File: config.mk
export PLATFORM = sky130hd
export DESIGN_NAME = standby_ctrl
export DESIGN_NICKNAME = d
export VERILOG_FILES = /design/src/rtl/standby_ctrl.v
export VERILOG_INCLUDE_DIRS = /design/src /design/src/shared
export SDC_FILE = /design/constraint.sdc
export NUM_CORES = 1
export LEC_CHECK = 0
export ABC_CLOCK_PERIOD_IN_PS = 2900
export BUFFER_PORTS_ARGS = -buffer_cell sky130_fd_sc_hd__buf_2
export CORE_MARGIN = 8
export CORE_UTILIZATION = 45
export DETAILED_ROUTE_END_ITERATION = 16
export GPL_ROUTABILITY_DRIVEN = 0
export PLACE_DENSITY = 0.69
export SLEW_MARGIN = 20
export SYNTH_ARGS = -nofsm -noshare
export SYNTH_HDL_FRONTEND = slang
export SYNTH_SLANG_ARGS = --single-unit
File: constraint.sdc
create_clock -name core_clk -period 2.9 [get_ports core_clk]
set_input_delay 0.29 -clock core_clk [delete_from_list [all_inputs] [get_ports core_clk]]
set_output_delay 0.29 -clock core_clk [all_outputs]
set_load 0.01 [all_outputs]
File: src/shared/standby_consts.vh
/*
 * Constants for the line transceiver power-mode controller: APB offsets,
 * field positions, reset values and timing counts.
 * Assumes a 20 MHz core clock; the idle count is overridable by parameter.
 */
`ifndef STANDBY_CONSTS_VH
`define STANDBY_CONSTS_VH

`define CLK_HZ            20000000
`define OFF_CTRL          12'h000
`define OFF_STATUS        12'h004
`define OFF_IDLE          12'h008
`define CTRL_FORCE_ACT    0
`define CTRL_PWR_UP       1
`define CTRL_ACT_CABLE    2
`define CTRL_PWR_CABLE    3
`define CTRL_RESET        4'h2
`define IDLE_TIME_S       30
`define IDLE_MIN_S        15
`define IDLE_MAX_S        60
`define IDLE_CYCLES       (`IDLE_TIME_S * `CLK_HZ)
`define WAKE_TIME_US      100
`define WAKE_CYCLES       ((`WAKE_TIME_US * `CLK_HZ) / 1000000)
`define N_DRV             3
`define N_RX              5

`endif

File: src/rtl/standby_ctrl.v
/*
 * Power-mode controller for a three-driver, five-receiver line transceiver.
 * Assumes all inputs are synchronous to core_clk and that line detection
 * arrives as one bit per receiver, already thresholded.
 */
// The register offsets and the APB slave port are this design's own decisions.
`timescale 1ns/100ps
`include "standby_consts.vh"

// How it works
// Cable-detect output is driven in every mode, even power-down.
// Detect tied to both controls wakes fully on any live line.
// Detect tied to both controls turns drivers off when lines are dead; receivers stay on.
// Auto mode: idle past timeout tristates drivers, receivers stay on.
// Auto mode: activity keeps drivers and receivers enabled.
// Force-active from detect with live line keeps everything on.
// Force-active from detect, dead line: activity still enables drivers.
// Both from detect, dead line: drivers off, receivers on.
// Power-down low disables all outputs except the always-on receiver and cable detect; receivers stay on if both controls follow the detect.
// Idle interval lies between fifteen and sixty seconds.
// Drivers become ready about one hundred microseconds after wake.
// Force-active and power-up both high keeps everything on.
// Any driver-logic or line-receive input transition restarts idle timer and exits standby.
module standby_ctrl #(
    parameter [31:0] IDLE_CYCLES = `IDLE_CYCLES,
    parameter [31:0] WAKE_CYCLES = `WAKE_CYCLES
) (
    input  wire        core_clk,
    input  wire        rstn,
    input  wire [31:0] paddr,
    input  wire        psel,
    input  wire        penable,
    input  wire        pwrite,
    input  wire [31:0] pwdata,
    output reg  [31:0] prdata,
    output reg         pready,
    output reg         pslverr,
    input  wire [2:0]  driver_logic_in,
    input  wire [4:0]  line_rx_in,
    input  wire [4:0]  line_live,
    output reg  [2:0]  line_driver_out,
    output reg  [2:0]  line_driver_oe_n,
    output reg  [4:0]  rx_logic_out,
    output reg  [4:0]  rx_logic_oe_n,
    output reg         always_on_rx_out,
    output reg         cable_detect_out
);
    localparam ST_ACTIVE  = 2'd0;
    localparam ST_WAKING  = 2'd1;
    localparam ST_STANDBY = 2'd2;

    reg  [3:0]  ctrl_q;
    reg  [2:0]  drv_prev_q;
    reg  [4:0]  rx_prev_q;
    reg  [31:0] idle_cnt_q;
    reg  [31:0] wake_cnt_q;
    reg  [1:0]  state_q;
    reg  [1:0]  state_d;
    wire        cable;
    wire        force_act;
    wire        pwr_up;
    wire        activity;
    wire        idle_done;
    reg         drv_en;
    reg         rx_en;
    wire        acc;
    reg  [31:0] rd_word;
    reg         rd_err;

    // Picks either the live cable detect or the manual control bit.
    // Each control input has its own select bit, so one can follow the detect while the other stays manual.
    function pick_src;
        input follow;
        input detect;
        input manual;
        begin
            pick_src = follow ? detect : manual;
        end
    endfunction

    // Packs the mode state and enables into the status word.
    function [31:0] status_word;
        input [1:0] st;
        input       drv;
        input       rx;
        input       det;
        begin
            status_word = {24'h0, st, drv, rx, det, 3'h0};
        end
    endfunction

    assign cable = |line_live;
    // control sources
    // Routing the detect into a control input stands in for the board
    // wire from the detect pin to that control pin.
    assign force_act = pick_src(ctrl_q[`CTRL_ACT_CABLE], cable,
                                ctrl_q[`CTRL_FORCE_ACT]);
    assign pwr_up    = pick_src(ctrl_q[`CTRL_PWR_CABLE], cable,
                                ctrl_q[`CTRL_PWR_UP]);
    // transition detect
    assign activity  = (|(drv_prev_q ^ driver_logic_in)) |
                       (|(rx_prev_q ^ line_rx_in));
    // idle timeout
    assign idle_done = (idle_cnt_q >= IDLE_CYCLES - 32'd1);
    assign acc = psel & penable & pready;

    // Read decode is formed in the setup cycle and registered, so the
    // answer stands in the access cycle with no wait state.
    always @* begin
        rd_word = 32'h0;
        rd_err  = 1'b0;
        case (paddr[11:0])
            `OFF_CTRL:   rd_word = {28'h0, ctrl_q};
            `OFF_STATUS: rd_word = status_word(state_q, drv_en, rx_en,
                                               cable);
            `OFF_IDLE:   rd_word = idle_cnt_q;
            default:     rd_err  = 1'b1;
        endcase
    end

    always @* begin
        state_d = state_q;
        case (state_q)
            ST_ACTIVE: begin
                if (idle_done && !activity)
                    state_d = ST_STANDBY;
            end
            ST_STANDBY: begin
                // wake on transition
                if (activity)
                    state_d = ST_WAKING;
            end
            ST_WAKING: begin
                // wake latency
                if (wake_cnt_q >= WAKE_CYCLES - 32'd1)
                    state_d = ST_ACTIVE;
            end
            default: state_d = ST_ACTIVE;
        endcase
    end

    always @* begin
        drv_en = 1'b0;
        rx_en  = 1'b0;
        if (!pwr_up) begin
            // forced shutdown
            drv_en = 1'b0;
            rx_en  = 1'b0;
            // cable shutoff mode
            // With both controls on the detect, a dead cable only parks
            // the drivers; receivers keep listening for the far end.
            if (ctrl_q[`CTRL_ACT_CABLE] && ctrl_q[`CTRL_PWR_CABLE])
                rx_en = 1'b1;
        end else if (force_act) begin
            // forced online
            drv_en = 1'b1;
            rx_en  = 1'b1;
        end else begin
            // auto standby
            drv_en = (state_q == ST_ACTIVE);
            rx_en  = 1'b1;
        end
    end

    always @(posedge core_clk) begin
        if (!rstn) begin
            ctrl_q           <= `CTRL_RESET;
            drv_prev_q       <= 3'h0;
            rx_prev_q        <= 5'h0;
            idle_cnt_q       <= 32'h0;
            wake_cnt_q       <= 32'h0;
            state_q          <= ST_ACTIVE;
            prdata           <= 32'h0;
            pready           <= 1'b0;
            pslverr          <= 1'b0;
            line_driver_out  <= 3'h0;
            line_driver_oe_n <= 3'h7;
            rx_logic_out     <= 5'h0;
            rx_logic_oe_n    <= 5'h1F;
            always_on_rx_out <= 1'b0;
            cable_detect_out <= 1'b0;
        end else begin
            drv_prev_q <= driver_logic_in;
            rx_prev_q  <= line_rx_in;
            state_q    <= state_d;
            // idle restart
            if (activity || state_q != ST_ACTIVE)
                idle_cnt_q <= 32'h0;
            else if (!idle_done)
                idle_cnt_q <= idle_cnt_q + 32'd1;
            if (state_q == ST_WAKING)
                wake_cnt_q <= wake_cnt_q + 32'd1;
            else
                wake_cnt_q <= 32'h0;
            line_driver_out  <= driver_logic_in;
            line_driver_oe_n <= {3{~drv_en}};
            rx_logic_out     <= line_rx_in;
            rx_logic_oe_n    <= {5{~rx_en}};
            // always-on receiver
            always_on_rx_out <= line_rx_in[1];
            // detect always driven
            cable_detect_out <= cable;
            pready  <= psel & ~penable;
            pslverr <= 1'b0;
            prdata  <= 32'h0;
            // An unmapped offset answers with an error and changes nothing.
            if (psel && !penable) begin
                prdata  <= rd_word;
                pslverr <= rd_err;
            end
            // Only the control word is writable; status and idle are read
            // only, so writes there are dropped without an error.
            if (acc && pwrite && paddr[11:0] == `OFF_CTRL)
                ctrl_q <= pwdata[3:0];
        end
    end
endmodule // standby_ctrl

==> metrics.csv <==
metric,value,unit
path_clk_slew,0.05,ns
fp.dieW,120.1,um
synth-main-ff-cell,dfxtp_1,
drt-initial-drc-count,242,
hold_buffers,9,
cellLeakagePower,2.317,nW
drc,0,
fmax,0.4159,GHz
ys_seq_area_share,47.24,%
relSlewSlack,44.81,%
crit_buf_inv,0,
diodes,0,
cts_max_path_buffers,2,
status,finished clean,
slowest_stage,or4_1,
top_usage_layer,met2,
syn_inst,538,
ant_nets,0,
cpPeakStageDelay,0.60,ns
ys_warn_count,0,
p_total,4.111,mW
cts_resized,0,
gr-usage-met3,5.167,%
grt_max_degree,29,
clk-insertion-delay-late,0.52,ns
synth_edf_count,0,
synthesis.area,4873,sq um
critPathRequiredTime,3.33,ns
p_sw_share,18.69,%
p_clk_share,59.0,%
fp.dieH,120.1,um
pwr-share-comb,2.2,%
synth.net_count,622,
grt_pass1_wl,19760,um
tightest_slew,0.8203,ns
met1_usage,19.50,%
placed_cells,740,
initial_core_util,45.56,%
start_kind,register,
path_cells,and4_1 -> nand3_1 -> nand3b_1 -> or4_1 -> a21oi_1,
wl,12010,um
final_util,57.57,%
rsz0062_at_grt,no,
antenna_found_initial,0,
design.portCount,134,
vdd.ir_drop.worst,0.3521,mV
nets,712,
vias_per_cell,5.548,
finalCriticalPeriod,2.404,ns
maxSlewViolCount,0,
power_switching,0.7682,mW
cts_setup_buffers,0,
cts_tree,built,
core_area,10700,sq um
areaGrowthSynthToFinish,26.37,%
grt_pass1_vias,4140,
synth_cell_types,53,
die_area,14420,sq um
holdWs,0.03491,ns
final_cells,781,
critPathKind,register to register,
critPathTopFamily,simple AND/OR/NAND/NOR gates,
use_met2,28.01,%
cts_htree_levels,4,
cp.arrival,2.84,ns
async_reset_ff_share,0,%
maxCapViolCount,0,
hpwl,8281,um
cts_inserted_buffers,17,
internal_power,3.343,mW
synth-seq-cells,115,
clockRootBuffer,clkbuf_8,
crit_fanout,14,
crit_path_end_kind,register,
grt.overflow.total,0,
hold_violations,0,
p_per_area,667.6,nW/um^2
fp-row-count,38,
hold_path_class,primary input to register,
wl_per_cell,15.38,um
num_vias,4333,
io_buffers,85,
drive_gt1_share,21.37,%
avgSynthCellArea,9.058,sq um
firstDrtPassIters,4,
setup_viol,0,
skew,0.006651,ns
setup_tns,0,ns
clock-sinks,115,
grtUsageTotal,16.69,%
seqPwrFrac,38.8,%
fin_crit_sh,82.91,%
[power by group through the flow]
| stage | clock network, mW | registers [mW] | logic [mW] |
|---|---|---|---|
| 4_1_cts | 2.46 | 1.60 | 0.0905 |
| 2_1_floorplan | 0 | 1.63 | 0.0376 |
| 6_report | 2.42 | 1.60 | 0.0904 |
| 3_5_place_dp | 0 | 1.63 | 0.0807 |
| 5_1_grt | 2.54 | 1.60 | 0.0985 |
| 3_3_place_gp | 0 | 1.63 | 0.0785 |
[placed cells by master (no fill, tap or decap), types with 9 or more instances in the layout]
cell type / netlist / final
or3_1: 17 / 17
nand4_1: 24 / 24
or4_1: 23 / 23
nand3_1: 24 / 24
o21ai_0: 11 / 11
and2_1: 12 / 12
dlygate4sd3_1: 0 / 9
xor2_1: 12 / 12
clkbuf_16: 0 / 16
nor2_1: 48 / 48
nand2_1: 30 / 30
o31ai_1: 22 / 22
inv_1: 10 / 10
xnor2_1: 17 / 17
a21oi_1: 37 / 37
buf_2: 3 / 85
nor4_1: 9 / 9
dfxtp_1: 115 / 115
and3_1: 30 / 30
[worst paths after layout]
check / start / to / slack, ns / cells after the start
hold / removal: pwdata[3] / ctrl_q[3] / 0.03 / 3
hold reg to reg: wake_cnt_q[0] / wake_cnt_q[0] / 0.47 / 1
setup reg to reg: idle_cnt_q[2] / idle_cnt_q[8] / 0.50 / 5
setup / recovery: idle_cnt_q[2] / idle_cnt_q[8] / 0.50 / 5
[tightest hold or removal path, cell delays in order]
cell and delay (ns):
buf_2 0.08, mux2i_1 0.06, nor2b_1 0.09
[layout make-up]
cell class	count	area, sq um
inverter	10	37.54
fill	952	4539
clock buffer	20	445.4
tap	140	175.2
multi-input combinational	383	2380
clock inverter	12	250.2
timing repair buffer	101	568.0
sequential	115	2302
[cells by family (layout without fill, tap and decap cells)]
kind of cell             Yosys count  in the layout  synth area share [%]
multiplexers                       9              9                 1.874
adder cells (fa/ha/maj)            2              2                0.5134
AND/OR/NAND/NOR                  255            255                 29.96
XOR/XNOR                          29             29                 5.212
flip-flops                       115            115                 47.24
AO/OA/AOI/OAI                     88             88                 11.27
buffers and inverters             40            143                 3.928
[metal layers]
metal  vias to the layer above  share of wire [%]
met5                         -                  0
met2                       111                 49
met1                      2057                 44
met3                        14                5.4
li1                       2151                  -
met4                         0                1.5
[per-stage QoR]
stage / cell area, sq um / setup slack (ns)
CTS: 6158 / 0.5387
global placement: 5373 / 0.5972
detailed placement: 5373 / 0.5903
finish: 6158 / 0.4956
global route: 6158 / 0.3223
floorplan: 4873 / 0.9184
[flip-flops by register name, summed over array words and instances (netlist names)]
register	count
state_q	2
drv_prev_q	3
line_driver_oe_n	1
rx_prev_q	5
ctrl_q	4
prdata	32
pready	1
idle_cnt_q	32
rx_logic_oe_n	1
wake_cnt_q	32
cable_detect_out	1
pslverr	1
[Yosys cell counts (3+ instances only)]
cell | n | share of area (%)
and3_1 | 30 | 3.9
nor2b_1 | 5 | 0.64
buf_4 | 8 | 1.2
nor4_1 | 9 | 1.2
or3_1 | 17 | 2.2
o21ai_1 | 3 | 0.31
dfxtp_1 | 115 | 47
clkbuf_1 | 18 | 1.4
nor3_1 | 8 | 0.82
o21ai_0 | 11 | 1.1
nor2_1 | 48 | 3.7
a21oi_1 | 37 | 3.8
xor2_1 | 12 | 2.2
and2_1 | 12 | 1.5
inv_1 | 10 | 0.77
or4_1 | 23 | 3.5
a22oi_1 | 5 | 0.77
nand2_1 | 30 | 2.3
o31ai_1 | 22 | 3.4
buf_2 | 3 | 0.31
xnor2_1 | 17 | 3.1
nand4_1 | 24 | 3.1
mux2i_1 | 8 | 1.6
nand3_1 | 24 | 2.5
and4_1 | 5 | 0.90
Note: power is estimated with default switching activity, not from simulation.
